===== src/logic/dmhi_pkg.sv =====
// Purpose: Constants for the memory module controller
// Assumes: 125 MHz controller clock
// Notes:   Timing figures in ns, cycle counts derived
package dmhi_pkg;
  localparam int unsigned CLK_PERIOD_NS   = 8;
  localparam int unsigned ROW_BITS        = 9;
  localparam int unsigned ADDR_BITS       = 18;
  localparam int unsigned DATA_BITS       = 8;
  localparam int unsigned ROW_LSB         = 9;
  localparam int unsigned REFRESH_ROWS    = 256;
  localparam int unsigned REFRESH_MS      = 4;
  localparam int unsigned ROW_SETUP_NS    = 20;
  localparam int unsigned RAS_LOW_NS      = 200;
  localparam int unsigned CAS_LOW_NS      = 100;
  localparam int unsigned PRECHARGE_NS    = 120;
  localparam int unsigned REFRESH_GAP_NS  = (REFRESH_MS * 1000000) / REFRESH_ROWS;
  localparam int unsigned ROW_SETUP_CYC   = (ROW_SETUP_NS + CLK_PERIOD_NS - 1) / CLK_PERIOD_NS;
  localparam int unsigned RAS_LOW_CYC     = (RAS_LOW_NS + CLK_PERIOD_NS - 1) / CLK_PERIOD_NS;
  localparam int unsigned CAS_LOW_CYC     = (CAS_LOW_NS + CLK_PERIOD_NS - 1) / CLK_PERIOD_NS;
  localparam int unsigned PRECHARGE_CYC   = (PRECHARGE_NS + CLK_PERIOD_NS - 1) / CLK_PERIOD_NS;
  localparam int unsigned REFRESH_GAP_CYC = REFRESH_GAP_NS / CLK_PERIOD_NS;
  localparam logic [7:0]  ROW_SETUP_CNT   = 8'(ROW_SETUP_CYC);
  localparam logic [7:0]  RAS_LOW_CNT     = 8'(RAS_LOW_CYC);
  localparam logic [7:0]  CAS_LOW_CNT     = 8'(CAS_LOW_CYC);
  localparam logic [7:0]  PRECHARGE_CNT   = 8'(PRECHARGE_CYC);
  localparam logic [8:0]  ROW_LAST        = 9'h0FF;
  typedef enum logic [2:0]
  {
    ST_IDLE = 3'b000,
    ST_ROW  = 3'b001,
    ST_CAS  = 3'b010,
    ST_HOLD = 3'b011,
    ST_REF  = 3'b100,
    ST_PRE  = 3'b101
  } dmhi_state_t;
endpackage : dmhi_pkg


===== src/logic/dmhi_ctrl.sv =====
// Purpose: Host controller for 256K-die memory modules
// Assumes: Pins synchronous to CLK; early write only
// Notes:   Serves x8, x9 and two-bank x4 modules
//
// Overview of operation
// - Board pulls each presence line high.
// - Presence means installed, never means working.
// - Unused presence line may stay unconnected.
// - Every write is an early write.
// - Write enable low before column strobe falls.
// - Address stable before each strobe falls.
// - Only one row strobe per access.
// - Refresh may strobe both banks, column high.
// - 256 row refreshes every 4 ms.
`timescale 1ns/1ns
`default_nettype none
module dmhi_ctrl #(
  parameter int unsigned REFRESH_GAP = dmhi_pkg::REFRESH_GAP_CYC
) (
  input  wire logic        CLK,
  input  wire logic        RESETN,
  input  wire logic        REQ_VALID,
  output logic             REQ_READY,
  input  wire logic        REQ_WRITE,
  input  wire logic [18:0] REQ_ADDR,
  input  wire logic [8:0]  REQ_WDATA,
  output logic [8:0]       RD_DATA,
  output logic             RD_VALID,
  output logic             MODULE_SEEN,
  input  wire logic        MODULE_PRESENT_N,
  output logic [8:0]       MUX_ADDRESS,
  output logic             BANK0_ROW_STROBE_N,
  output logic             BANK1_ROW_STROBE_N,
  output logic             COLUMN_STROBE_N,
  output logic             PARITY_COLUMN_STROBE_N,
  output logic             WRITE_ENABLE_N,
  input  wire logic [7:0]  SHARED_DATA_LINES_I,
  output logic [7:0]       SHARED_DATA_LINES_O,
  output logic [7:0]       SHARED_DATA_LINES_OE,
  output logic             PARITY_DATA_IN,
  input  wire logic        PARITY_DATA_OUT
);
  // ----------------------------------------------------------------
  // State
  // ----------------------------------------------------------------
  dmhi_pkg::dmhi_state_t state_ff, nxt_state;
  logic [7:0]  cnt_ff, nxt_cnt;
  logic [31:0] rgap_ff, nxt_rgap;
  logic        rdue_ff, nxt_rdue;
  logic [8:0]  rrow_ff, nxt_rrow;
  logic [8:0]  addr_ff, nxt_addr;
  logic [8:0]  col_ff, nxt_col;
  logic        bank_ff, nxt_bank;
  logic        wr_ff, nxt_wr;
  logic [8:0]  wd_ff, nxt_wd;
  logic        ras0_ff, nxt_ras0;
  logic        bank0_row_strobe_n_ff, nxt_bank0_row_strobe_n;
  logic        cas_ff, nxt_cas;
  logic        we_ff, nxt_we;
  logic        oe_ff, nxt_oe;
  logic [8:0]  rd_ff, nxt_rd;
  logic        rdv_ff, nxt_rdv;
  logic        seen_ff, nxt_seen;

  // ----------------------------------------------------------------
  // Next-state logic
  // ----------------------------------------------------------------
  always_comb
  begin
    nxt_state = state_ff;
    nxt_cnt   = cnt_ff;
    nxt_rdue  = rdue_ff;
    nxt_rrow  = rrow_ff;
    nxt_addr  = addr_ff;
    nxt_col   = col_ff;
    nxt_bank  = bank_ff;
    nxt_wr    = wr_ff;
    nxt_wd    = wd_ff;
    nxt_ras0  = ras0_ff;
    nxt_bank0_row_strobe_n  = bank0_row_strobe_n_ff;
    nxt_cas   = cas_ff;
    nxt_we    = we_ff;
    nxt_oe    = oe_ff;
    nxt_rd    = rd_ff;
    nxt_rdv   = 1'b0;
    nxt_seen  = ~MODULE_PRESENT_N;
    nxt_rgap  = rgap_ff + 32'h00000001;
    if (cnt_ff != 8'h00)
      nxt_cnt = cnt_ff - 8'h01;
    case (state_ff)
      dmhi_pkg::ST_IDLE:
      begin
        if (rdue_ff)
        begin
          nxt_addr  = rrow_ff;
          nxt_state = dmhi_pkg::ST_REF;
          nxt_cnt   = dmhi_pkg::ROW_SETUP_CNT;
        end
        else if (REQ_VALID)
        begin
          nxt_bank  = REQ_ADDR[18];
          nxt_addr  = REQ_ADDR[17:9];
          nxt_col   = REQ_ADDR[8:0];
          nxt_wr    = REQ_WRITE;
          nxt_wd    = REQ_WDATA;
          nxt_we    = ~REQ_WRITE;
          nxt_oe    = REQ_WRITE;
          nxt_state = dmhi_pkg::ST_ROW;
          nxt_cnt   = dmhi_pkg::ROW_SETUP_CNT;
        end
      end
      dmhi_pkg::ST_ROW:
      begin
        if (cnt_ff == 8'h00)
        begin
          nxt_ras0  = bank_ff;
          nxt_bank0_row_strobe_n  = ~bank_ff;
          nxt_state = dmhi_pkg::ST_CAS;
          nxt_cnt   = dmhi_pkg::ROW_SETUP_CNT;
        end
      end
      dmhi_pkg::ST_CAS:
      begin
        if (cnt_ff == dmhi_pkg::ROW_SETUP_CNT - 8'h01)
          nxt_addr = col_ff;
        if (cnt_ff == 8'h00)
        begin
          nxt_cas   = 1'b0;
          nxt_state = dmhi_pkg::ST_HOLD;
          nxt_cnt   = dmhi_pkg::CAS_LOW_CNT;
        end
      end
      dmhi_pkg::ST_HOLD:
      begin
        if (cnt_ff == 8'h00)
        begin
          nxt_rd    = {PARITY_DATA_OUT, SHARED_DATA_LINES_I};
          nxt_rdv   = ~wr_ff;
          nxt_ras0  = 1'b1;
          nxt_bank0_row_strobe_n  = 1'b1;
          nxt_cas   = 1'b1;
          nxt_we    = 1'b1;
          nxt_oe    = 1'b0;
          nxt_state = dmhi_pkg::ST_PRE;
          nxt_cnt   = dmhi_pkg::PRECHARGE_CNT;
        end
      end
      dmhi_pkg::ST_REF:
      begin
        if (cnt_ff == 8'h00)
        begin
          if (ras0_ff)
          begin
            nxt_ras0 = 1'b0;
            nxt_bank0_row_strobe_n = 1'b0;
            nxt_cnt  = dmhi_pkg::RAS_LOW_CNT;
          end
          else
          begin
            nxt_ras0  = 1'b1;
            nxt_bank0_row_strobe_n  = 1'b1;
            nxt_rdue  = 1'b0;
            nxt_rrow  = (rrow_ff == dmhi_pkg::ROW_LAST) ? 9'h000 : rrow_ff + 9'h001;
            nxt_state = dmhi_pkg::ST_PRE;
            nxt_cnt   = dmhi_pkg::PRECHARGE_CNT;
          end
        end
      end
      dmhi_pkg::ST_PRE:
      begin
        if (cnt_ff == 8'h00)
          nxt_state = dmhi_pkg::ST_IDLE;
      end
      default:
      begin
        nxt_state = dmhi_pkg::ST_IDLE;
      end
    endcase
    // Refresh request set wins over the clear at refresh end
    if (rgap_ff >= REFRESH_GAP - 1)
    begin
      nxt_rgap = 32'h00000000;
      nxt_rdue = 1'b1;
    end
  end

  // ----------------------------------------------------------------
  // Registers
  // ----------------------------------------------------------------
  always_ff @(posedge CLK or negedge RESETN)
  begin
    if (!RESETN)
    begin
      state_ff <= dmhi_pkg::ST_IDLE;
      cnt_ff   <= 8'h00;
      rgap_ff  <= 32'h00000000;
      rdue_ff  <= 1'b0;
      rrow_ff  <= 9'h000;
      addr_ff  <= 9'h000;
      col_ff   <= 9'h000;
      bank_ff  <= 1'b0;
      wr_ff    <= 1'b0;
      wd_ff    <= 9'h000;
      ras0_ff  <= 1'b1;
      bank0_row_strobe_n_ff  <= 1'b1;
      cas_ff   <= 1'b1;
      we_ff    <= 1'b1;
      oe_ff    <= 1'b0;
      rd_ff    <= 9'h000;
      rdv_ff   <= 1'b0;
      seen_ff  <= 1'b0;
    end
    else
    begin
      state_ff <= nxt_state;
      cnt_ff   <= nxt_cnt;
      rgap_ff  <= nxt_rgap;
      rdue_ff  <= nxt_rdue;
      rrow_ff  <= nxt_rrow;
      addr_ff  <= nxt_addr;
      col_ff   <= nxt_col;
      bank_ff  <= nxt_bank;
      wr_ff    <= nxt_wr;
      wd_ff    <= nxt_wd;
      ras0_ff  <= nxt_ras0;
      bank0_row_strobe_n_ff  <= nxt_bank0_row_strobe_n;
      cas_ff   <= nxt_cas;
      we_ff    <= nxt_we;
      oe_ff    <= nxt_oe;
      rd_ff    <= nxt_rd;
      rdv_ff   <= nxt_rdv;
      seen_ff  <= nxt_seen;
    end
  end

  // ----------------------------------------------------------------
  // Outputs
  // ----------------------------------------------------------------
  assign REQ_READY              = (state_ff == dmhi_pkg::ST_IDLE) & ~rdue_ff;
  assign RD_DATA                = rd_ff;
  assign RD_VALID               = rdv_ff;
  assign MODULE_SEEN            = seen_ff;
  assign MUX_ADDRESS            = addr_ff;
  assign BANK0_ROW_STROBE_N     = ras0_ff;
  assign BANK1_ROW_STROBE_N     = bank0_row_strobe_n_ff;
  assign COLUMN_STROBE_N        = cas_ff;
  assign PARITY_COLUMN_STROBE_N = cas_ff;
  assign WRITE_ENABLE_N         = we_ff;
  assign SHARED_DATA_LINES_O    = wd_ff[7:0];
  assign SHARED_DATA_LINES_OE   = {8{oe_ff}};
  assign PARITY_DATA_IN         = wd_ff[8];

  // ----------------------------------------------------------------
  // Checks
  // ----------------------------------------------------------------
  chk_early_write_we: assert property (@(posedge CLK) disable iff (!RESETN)
    $fell(cas_ff) |-> $past(we_ff) == we_ff)
    else $error("write enable changed at column strobe fall");
  chk_one_row_access: assert property (@(posedge CLK) disable iff (!RESETN)
    !cas_ff |-> (ras0_ff ^ bank0_row_strobe_n_ff))
    else $error("both or no row strobes during access");
  chk_refresh_cas_high: assert property (@(posedge CLK) disable iff (!RESETN)
    (!ras0_ff && !bank0_row_strobe_n_ff) |-> cas_ff)
    else $error("column strobe low while both banks strobed");
  chk_no_drive_read: assert property (@(posedge CLK) disable iff (!RESETN)
    oe_ff |-> !we_ff || state_ff == dmhi_pkg::ST_IDLE)
    else $error("data driven outside write");
  chk_addr_stable_cas: assert property (@(posedge CLK) disable iff (!RESETN)
    !cas_ff |-> $stable(addr_ff))
    else $error("address moved while column strobe low");
  chk_refresh_due: assert property (@(posedge CLK) disable iff (!RESETN)
    $rose(rdue_ff) |-> ##[1:200] (!ras0_ff && !bank0_row_strobe_n_ff))
    else $error("refresh not started in time");
  chk_read_valid: assert property (@(posedge CLK) disable iff (!RESETN)
    RD_VALID |-> !wr_ff && we_ff)
    else $error("read data flagged on write");
  chk_parity_strobe: assert property (@(posedge CLK) disable iff (!RESETN)
    !PARITY_COLUMN_STROBE_N |-> $stable(PARITY_DATA_IN) && $stable(SHARED_DATA_LINES_O))
    else $error("write data moved while parity strobe low");
endmodule : dmhi_ctrl
`default_nettype wire


===== config.mk =====
export PLATFORM = sky130hd
export DESIGN_NAME = dmhi_ctrl
export DESIGN_NICKNAME = d
export VERILOG_FILES = /design/src/logic/dmhi_pkg.sv /design/src/logic/dmhi_ctrl.sv
export SDC_FILE = /design/constraint.sdc
export NUM_CORES = 1
export LEC_CHECK = 0
export BUFFER_PORTS_ARGS = -buffer_cell sky130_fd_sc_hd__buf_2
export CORE_ASPECT_RATIO = 0.6
export CORE_MARGIN = 5
export CORE_UTILIZATION = 55
export CTS_CLUSTER_DIAMETER = 100
export DETAILED_ROUTE_END_ITERATION = 10
export MAX_ROUTING_LAYER = met4
export PLACE_DENSITY_LB_ADDON = 0.2
export SETUP_SLACK_MARGIN = 0.1
export SLEW_MARGIN = 30
export SYNTH_ARGS = -nofsm -noshare
export SYNTH_HDL_FRONTEND = slang
export SYNTH_SLANG_ARGS = --single-unit
export TNS_END_PERCENT = 5

===== constraint.sdc =====
create_clock -name CLK -period 2.6 [get_ports CLK]
set_input_delay 0.13 -clock CLK [delete_from_list [all_inputs] [get_ports CLK]]
set_output_delay 0.13 -clock CLK [all_outputs]
set_load 0.01 [all_outputs]

Word level (Yosys, flattened, before mapping)
Index checks and enable logic that the tools add are counted.
- word-level logic and storage cells: 110
- output and inout bits: 43
- bits in registers: 98
- bitwise logic cells: 7
- magnitude comparators: 1
- equal/unequal tests: 18
- add/subtract/negate cells: 3
- multiplexer cells: 45
- reductions and logical operators: 18
- operators by type and width (operator ; count):
    2-to-1 mux 8 bit ; 7
    one-hot mux 8 bit (5 select lines) ; 1
    2-to-1 mux 9 bit ; 4
    adder 32 x 1 -> 32 bit, second input constant ; 1
    >= comparator 32 x 11 -> 1 bit, second input constant ; 1
    2-to-1 mux 32 bit ; 1
    2-to-1 mux 3 bit ; 8
    != test 2 bit, second input constant ; 9
    one-hot mux 3 bit (6 select lines) ; 1
    one-hot mux 9 bit (2 select lines) ; 1
    2-to-1 mux 1 bit ; 16
    AND reduction 3 bit ; 5
    nonzero test 2 bit ; 5
    adder 9 x 1 -> 9 bit, second input constant ; 1
    equality test 9 x 8 -> 1 bit, second input constant ; 1
    equality test 8 x 2 -> 1 bit, second input constant ; 1
    logical NOT 8 bit ; 1
    AND reduction 4 bit ; 2
    nonzero test 8 bit ; 1
    subtractor 8 x 1 -> 8 bit, second input constant ; 1
    AND reduction 7 bit ; 1
    equality test 3 x 2 -> 1 bit, second input constant ; 2
    equality test 3 bit, second input constant ; 2
    NOT 1 bit ; 6
    other kinds (10) ; 13

Longest topological paths before layout
Gate-level depths: netlist of the first run.
- depth in word-level cells: 5
- depth in mapped cells: 8
- gate-level depth less buffers: 8

Worst setup path after synthesis of the first run
OpenSTA, ideal clock, no wires.
- path type: reg2reg
- from: reg cnt_ff[0]
- to: reg rd_ff[3] (netlist: RD_DATA[3])
- clock period less this slack: 2150 ps
- stages on the path, launching flop included: 9
- library setup time: 125 ps
- data arrival time: 2024 ps
- data required time: 2475 ps
- setup slack: 450 ps
- path through: dfrtp_1 > inv_1 > ha_1 > or3b_2 > nor2_8 > and3_1 > buf_6 > buf_12 > mux2_4
- longest elaborated chain between the ends: 2
- ends and longest elaborated chain (element ; RTL line ; RTL):
    start: declaration ; dmhi_ctrl.sv:47 ; logic [7:0] cnt_ff, nxt_cnt;
    start signal: assignment ; dmhi_ctrl.sv:216 ; cnt_ff <= nxt_cnt;
    logical NOT 8 bit ; dmhi_ctrl.sv:135 ; if (cnt_ff == 8'h00)
    AND reduction 2 bit (no line) ; n/a ;
    end signal: assignment ; dmhi_ctrl.sv:230 ; rd_ff <= nxt_rd;
    end: declaration ; dmhi_ctrl.sv:61 ; logic [8:0] rd_ff, nxt_rd;
No other way between the ends.
A chain may end at the register's enable or synchronous reset.

Worst setup path in the final report of the first run
- from: reg cnt_ff[1]
- to: reg rd_ff[0] (netlist: RD_DATA[0])
Same word-level chain as after synthesis.

==> summary.md, run 1 <==
| Metric | Value |
|---|---|
| DIE AREA | 9810 um2 |
| PwrDens | between 700 and 800 nW/um2 |
| Initial antenna violation count | 0 |
| Max FO, Critical Path | 13 |
| Cell Rows | 25 |
| Mapped Area | roughly 4300 um2 |
| Die Height | about 80 um |
| DRT Wirelength | just under 9000 um |
| Final Hold Fails | 0 |
| Core ar. | roughly 8000 um2 |
| CP Capture Type | flop |
| Critical path class | reg2reg |
| Sequential element share of the synthesized area | 0.567 |
| Final ANT Viol Nets | 0 |
| Initial core utilization | 0.556 |
| Largest net degree at the start of global routing | between 50 and 60 |
| Syn. warnings | 0 |
| Via density | 5.25 |
| Unrepaired setup endpoints after global routing | no |
| Mean Syn Cell Area | 11.9 um2 |
| Most used flip-flop cell after synthesis | dfrtp_1 |
| Starting DRC count in detailed routing | about 210 |
| Mapped Cells | approximately 370 |
| First-pass GRT wire length | 15,000 um |
| Max_slew headroom | 0.556 |
| Max capacitance violation total | 0 |
| M3 GR Usage | 0.0544 |
| DRC errors left | 0 |
| Fillers | 589 |
| GRT Util Overall | 0.198 |
| Max VDD drop | approximately 0.43 mV |
| Multi-input gate area | around 1800 um2 |
| Cell variety after synth | 50 |
| Grt met1 use | 0.294 |
| Worst Path Required | around 2.8 ns |
| Number of global-route vias before repair | slightly above 3,000 |
| Grt ovf | 0 |
| Final instance area | ~5300 um2 |
| Worst EP arrival | roughly 2.6 ns |
| Asr flop ratio synth | 1.00 |
| Clk_lat worst skew | approximately 0.33 ns |
| Clk sinks | ~100 |
| Most frequent cells in the layout | dfrtp_1 (94), buf_2 (83), mux2_2 (32) |
| Worst path cell trace | inv_1 > ha_1 > or3b_2 > nor2_8 > and3_1 > buf_4 > mux2_2 |
| Register Area | 2460 um2 |
| Port Buf Inserts | 84 |
| DIE WIDTH | 125 um |
| Period Utilization, post-route | 0.902 |
| Post-synth EDFFs | 0 |
| Outcome | finished, final reports clean |
| Commonest non-fill, non-tap cell in the layout | dfrtp_1 |
| Via count | around 3,100 |
| TritonRoute pass-1 iters | 4 |
| Top delay family on crit path | simple AND/OR/NAND/NOR gates |
| TritonCTS buffer count | 9 |
| Peak Freq | between 0.4 and 0.5 GHz |
| Wirelength per Cell | around 15 um |
| CP max stage delay | between 0.5 and 0.6 ns |
| H-tree Lvls | 3 |
| Synth area leaders | dfrtp_1 (54%), mux2_2 (8.3%), mux2i_1 (2.8%) |
| Clock Skew | between 0.005 and 0.006 ns |
| Routability Congestion | 0.866 |
| Post-route setup TNS | 0 ns |
| # Post-CTS Setup Buffers | 0 |
| Slew Viols, Final | 0 |
| Root cell of the clock tree | clkbuf_16 |
| Top cell type's share of synthesized area | 0.543 |
| # setup viols final | 0 |
| Hold_buf cts | 2 |
| Met2 usage in global routing | 0.274 |
| Worst path slowest cell | or3b_2 |
| Critical Path Source Type | flop |
| Number of synthesized register bits | 98 |
| Final Net Count | a little over 500 |
| Hpwl dp | approximately 6500 um |
| Layout area overhead | 21.4% |
| Cell taking the most area after synthesis | dfrtp_1 |
| Final min period | roughly 2.3 ns |
| Most used routing layer in global routing | met1 |
| Number of top-level pins | 85 |
| Placed Area | roughly 4900 um2 |
| Number of gates resized after cts | 0 |
| Clock tree buffer depth | 2 |
| Layout cells sized above 1 | 0.333 |
| Hold/Removal Path Class | in2reg |
| Antenna fix cells | 0 |
| Leakage power | roughly 2.7 nW |
| CTS tree | done |
| Buffers & Inverters on Critical Path | 2 |
| Slew @ Worst Pin | approximately 0.67 ns |
| Worst-path clk slew | 0.06 ns |
state kept, by name, indices dropped and copies added (netlist names), 3 cells and up:
name	cells
wd_ff	9
cnt_ff	8
MUX_ADDRESS	9
rgap_ff	32
col_ff	9
RD_DATA	9
state_ff	3
rrow_ff	9
power breakdown:
| part | leakage, nW | switching [mW] | internal (mW) |
|---|---|---|---|
| logic | 1.23 | 0.416 | 0.365 |
| clock network | 0.151 | 0.515 | 0.871 |
| registers | 1.27 | 0.153 | 1.71 |
| total | 2.65 | 1.08 | 2.94 |
area by class of cell:
class / count / area share
Clock buffer: 14 / 0.0483
Clock inverter: 2 / 0.0114
Inverter: 15 / 0.0107
Multi-Input combinational cell: 249 / 0.334
Sequential cell: 98 / 0.467
Tap cell: 108 / 0.0257
Timing Repair Buffer: 97 / 0.102
final timing paths:
kind | slack (ns) | from | cells past startpoint | end
setup / recovery | 0.26 | cnt_ff[1] | 7 | RD_DATA[0]
hold / removal | 0.03 | REQ_ADDR[18] | 2 | bank_ff
setup reg to reg | 0.26 | cnt_ff[1] | 7 | RD_DATA[0]
hold reg to reg | 0.43 | wr_ff | 1 | RD_VALID
max in group asynchronous | 1.49 | RESETN | 3 | COLUMN_STROBE_N
min in group asynchronous | 0.37 | RESETN | 2 | cnt_ff[4]
worst register-to-register path, cell delays in order, from the launching register on:
cell	delay (ns)
dfrtp_1	0.45
inv_1	0.11
ha_1	0.20
or3b_2	0.53
nor2_8	0.18
and3_1	0.18
buf_4	0.22
mux2_2	0.36
through the flow:
step	instances	hold WS (ns)	setup slack [ns]	total power, mW	utilization
floorplan	385	-0.166	0.450	2.36	-
global placement	565	0.207	0.363	2.63	0.632
detailed placement	565	0.209	0.278	2.66	0.632
CTS	583	0.0187	0.264	4.06	0.675
global route	583	0.0206	0.154	4.24	0.675
finish	583	0.0296	0.256	4.03	0.675
kinds of logic after synthesis:
group                    Yosys count  synth area share
AO/OA/AOI/OAI                     48            0.0739
XOR/XNOR                          16            0.0323
adder cells (fa/ha/maj)            7            0.0202
buffers and inverters             38            0.0471
flip-flops                        98             0.567
multiplexers                      50             0.132
other                              1          0.000865
AND/OR/NAND/NOR                  107             0.127
metal layers:
layer | up-vias | wire length (um) | share of wire
met4 | 0 | 68 | 0.0077
met3 | 7 | 781 | 0.088
met2 | 108 | 3650 | 0.41
li1 | 1459 | - | -
met5 | - | 0 | 0
met1 | 1487 | 4360 | 0.49
Yosys cell counts (2+ instances only):
master,instances
nor4_1,6
a31oi_1,2
o22ai_1,3
ha_1,7
clkbuf_1,8
dfstp_2,4
mux2_2,32
nand4_1,4
buf_4,9
o21ai_0,19
nand3_1,13
nor3_1,4
xor2_1,10
inv_1,14
nor3b_1,5
a21oi_1,6
a21o_1,2
nor2b_1,5
mux2i_1,12
nand2_1,24
mux2_4,6
or3_1,2
xnor2_1,6
and3_1,4
a211oi_1,2
o32ai_1,2
o32a_1,3
dfrtp_1,94
buf_2,3
and4_1,4
nor2_1,31
No activity file was read; power rests on OpenSTA's default activity.
==> run 2, diff against run 1 <==
--- a/config.mk
+++ b/config.mk
@@ -5,10 +5,11 @@
 export SDC_FILE = /design/constraint.sdc
 export NUM_CORES = 1
 export LEC_CHECK = 0
+export ABC_AREA = 1
 export BUFFER_PORTS_ARGS = -buffer_cell sky130_fd_sc_hd__buf_2
 export CORE_ASPECT_RATIO = 0.6
 export CORE_MARGIN = 5
-export CORE_UTILIZATION = 55
+export CORE_UTILIZATION = 60
 export CTS_CLUSTER_DIAMETER = 100
 export DETAILED_ROUTE_END_ITERATION = 10
 export MAX_ROUTING_LAYER = met4
==> constraint.sdc (replaced) <==
create_clock -name CLK -period 3.05 [get_ports CLK]
set_input_delay 0.1525 -clock CLK [delete_from_list [all_inputs] [get_ports CLK]]
set_output_delay 0.1525 -clock CLK [all_outputs]
set_load 0.01 [all_outputs]
==> run 2 against run 1 <==
Effect of this change:
- power decreased by 1.2%
- combinational power increased by 56%
- critical endpoint is now cnt_ff[0]
- design area increased by 1.2%
- highest routed layer unchanged
- via count increased by 18%
- core utilization increased by 5.4 points
- routed wire length increased by 6.4%
- die area decreased by 4.2%
- sequential power decreased by 11%
- final cell count increased by 24%
- synthesized area increased by 4.0%
==> summary.md, run 2 <==
| Metric | Value |
|---|---|
| Outcome | finished, final reports clean |
| Buffers & Inverters on Critical Path | 2 |
| Clk_lat worst skew | 0.34 ns |
| Clk sinks | between 90 and 100 |
| Post-synth EDFFs | 0 |
| DIE AREA | approximately 9400 um2 |
| Cell variety after synth | 34 |
| Hpwl dp | roughly 6900 um |
| Worst Path Required | 3.26 ns |
| Synth area leaders | dfrtp_1 (52%), nand2_1 (11%), inv_1 (4.1%) |
| Mean Syn Cell Area | about 8.8 um2 |
| R2R Setup Slk | 1.0 ns |
| DIE WIDTH | ~120 um |
| GRT Util Overall | 0.220 |
| Number of gates resized after cts | 0 |
| # setup viols final | 0 |
| Max FO, Critical Path | 22 |
| Top delay family on crit path | simple AND/OR/NAND/NOR gates |
| Grt ovf | 0 |
| Fin Hold WS | 0.0115 ns |
| TritonRoute pass-1 iters | 5 |
| Mapped Area | roughly 4500 um2 |
| Hold Path Origin | REQ_ADDR[1] |
| Peak Freq | between 0.4 and 0.5 GHz |
| Via density | between 4 and 5 |
| Unrepaired setup endpoints after global routing | no |
| Final non-filler cell total | between 700 and 800 |
| DRC errors left | 0 |
| Sequential element share of the synthesized area | 0.545 |
| First-pass GRT wire length | 15,800 um |
| Final instance area | around 5300 um2 |
| Hold/Removal Path Class | in2reg |
| Number of global-route vias before repair | 3,322 |
| # Post-CTS Setup Buffers | 0 |
| Initial core utilization | 0.618 |
| Most frequent cell on the critical path | ha_1 |
| Max VDD drop | between 0.5 and 0.6 mV |
| Synth top cells by count | nand2_1 (138), dfrtp_1 (94), inv_1 (49) |
| Hold path cells | 3 |
| Layout cells sized above 1 | 0.216 |
| Reg with most FFs | rgap_ff |
| Core ar. | about 7300 um2 |
| Critical path class | reg2reg |
| Max capacitance violation total | 0 |
| Cell Rows | 24 |
| PwrDens | between 700 and 800 nW/um2 |
| DRT Wirelength | ~9400 um |
| Worst Reg-to-Reg Cells | 8 |
| TritonCTS buffer count | 9 |
| Most frequent cells in the layout | nand2_1 (138), dfrtp_1 (94), buf_2 (83) |
| Initial antenna violation count | 0 |
| Cell taking the most area after synthesis | dfrtp_1 |
| Commonest non-fill, non-tap cell in the layout | nand2_1 |
| Number of synthesized register bits | a little under 100 |
| Max reg flops | 32 |
| Starting DRC count in detailed routing | 317 |
| Fillers | 560 |
| Worst reg2reg path endpoint | cnt_ff[0] |
| Max_slew headroom | 0.480 |
| Leakage power | roughly 2.8 nW |
| Die Height | 77.2 um |
| Final Net Count | roughly 660 |
| Layout area overhead | 18.1% |
| Top cell type's share of synthesized area | 0.522 |
| Largest net degree at the start of global routing | 67 |
| Slew @ Worst Pin | 0.781 ns |
| Clock tree buffer depth | 2 |
| Port Buf Inserts | 84 |
| Antenna fix cells | 0 |
| Wirelength per Cell | approximately 13 um |
| H-tree Lvls | 3 |
| CP Capture Type | flop |
| Final Hold Fails | 0 |
| Period Utilization, post-route | 0.673 |
| CP max stage delay | approximately 0.45 ns |
| Final min period | approximately 2 ns |
| Via count | 3,599 |
| Root cell of the clock tree | clkbuf_16 |
| Worst-path clk slew | 0.06 ns |
| Final core occ | 0.730 |
| Placed Area | about 5000 um2 |
| Clock Skew | a little over 0.007 ns |
| Critical Path Source Type | flop |
| Routability Congestion | about 0.9 |
| Final ANT Viol Nets | 0 |
| Syn. warnings | 0 |
| Worst EP arrival | approximately 2.3 ns |
| Reg2reg start | cnt_ff[0] |
| Most used flip-flop cell after synthesis | dfrtp_1 |
| Slew Viols, Final | 0 |
| CTS tree | done |
| Mapped Cells | about 510 |
| Post-route setup TNS | 0 ns |
| Hold Path End | col_ff[1] |
| Worst path slowest cell | nor2_4 |
| Asr flop ratio synth | 1.00 |
| Worst path cell trace | inv_1 > ha_1 > nand2_2 > nor2_4 > inv_2 > ha_1 > nand2_1 > o211ai_1 |
| Number of top-level pins | 85 |
| Top-count cell post-synth | nand2_1 |
| Dpl cells | between 700 and 800 |
run 2: area by class of cell:
| class | count | area (um2) | area share |
|---|---|---|---|
| inverters | 58 | 219 | 0.0411 |
| well taps | 104 | 130 | 0.0244 |
| flip-flops and latches | 98 | 2460 | 0.462 |
| multi-input cells | 356 | 1750 | 0.329 |
| clock inverters | 5 | 55.1 | 0.0103 |
| repair buffers | 89 | 465 | 0.0874 |
| clock buffers | 11 | 243 | 0.0456 |
run 2: cells by family after synthesis:
logic type,share of synthesized area
AND/OR/NAND/NOR,0.241
flip-flops,0.545
buffers and inverters,0.0827
AO/OA/AOI/OAI,0.0816
XOR/XNOR,0.0291
adder cells (fa/ha/maj),0.0194
other,0.000832
run 2: worst register-to-register path: stages (launching register included):
cell      delay, ns
dfrtp_1        0.40
inv_1          0.14
ha_1           0.18
nand2_2        0.08
nor2_4         0.46
inv_2          0.19
ha_1           0.32
nand2_1        0.07
o211ai_1       0.10
run 2: worst max-delay path by stage:
stage	startpoint	to	slack [ns]	cells past startpoint
after global routing	cnt_ff[0]	cnt_ff[0]	0.87	8
after global placement	cnt_ff[0]	cnt_ff[0]	1.11	8
after CTS	cnt_ff[0]	cnt_ff[0]	1.03	8
after detailed placement	cnt_ff[0]	cnt_ff[0]	1.04	8
after floorplan	cnt_ff[0]	cnt_ff[0]	1.57	8
final	cnt_ff[0]	cnt_ff[0]	1.0	8
run 2: timing repair:
action,in CTS,in global routing
hold buffers,2,0
endpoints found under the setup margin,0,0
endpoints found under the hold margin,62,0
run 2: per-layer routing:
metal / up-vias / track usage / wire, um
met5: - / - / 0
met4: 0 / 0.0425 / 80
met3: 10 / 0.0632 / 766
met2: 129 / 0.329 / 4150
met1: 1664 / 0.305 / 4430
li1: 1796 / - / -
run 2: power by group:
group	internal [mW]	total, mW	switching, mW	leakage, nW
clock	0.655	1.11	0.455	0.142
combinational	0.418	1.22	0.802	1.43
sequential	1.50	1.65	0.149	1.20
total	2.57	3.98	1.41	2.77
run 2: stage by stage:
stage | total power, mW | setup WS (ns)
floorplan | 2.55 | 1.57
global placement | 2.85 | 1.11
detailed placement | 2.87 | 1.04
CTS | 4.00 | 1.03
global route | 4.25 | 0.868
finish | 3.98 | 0.998
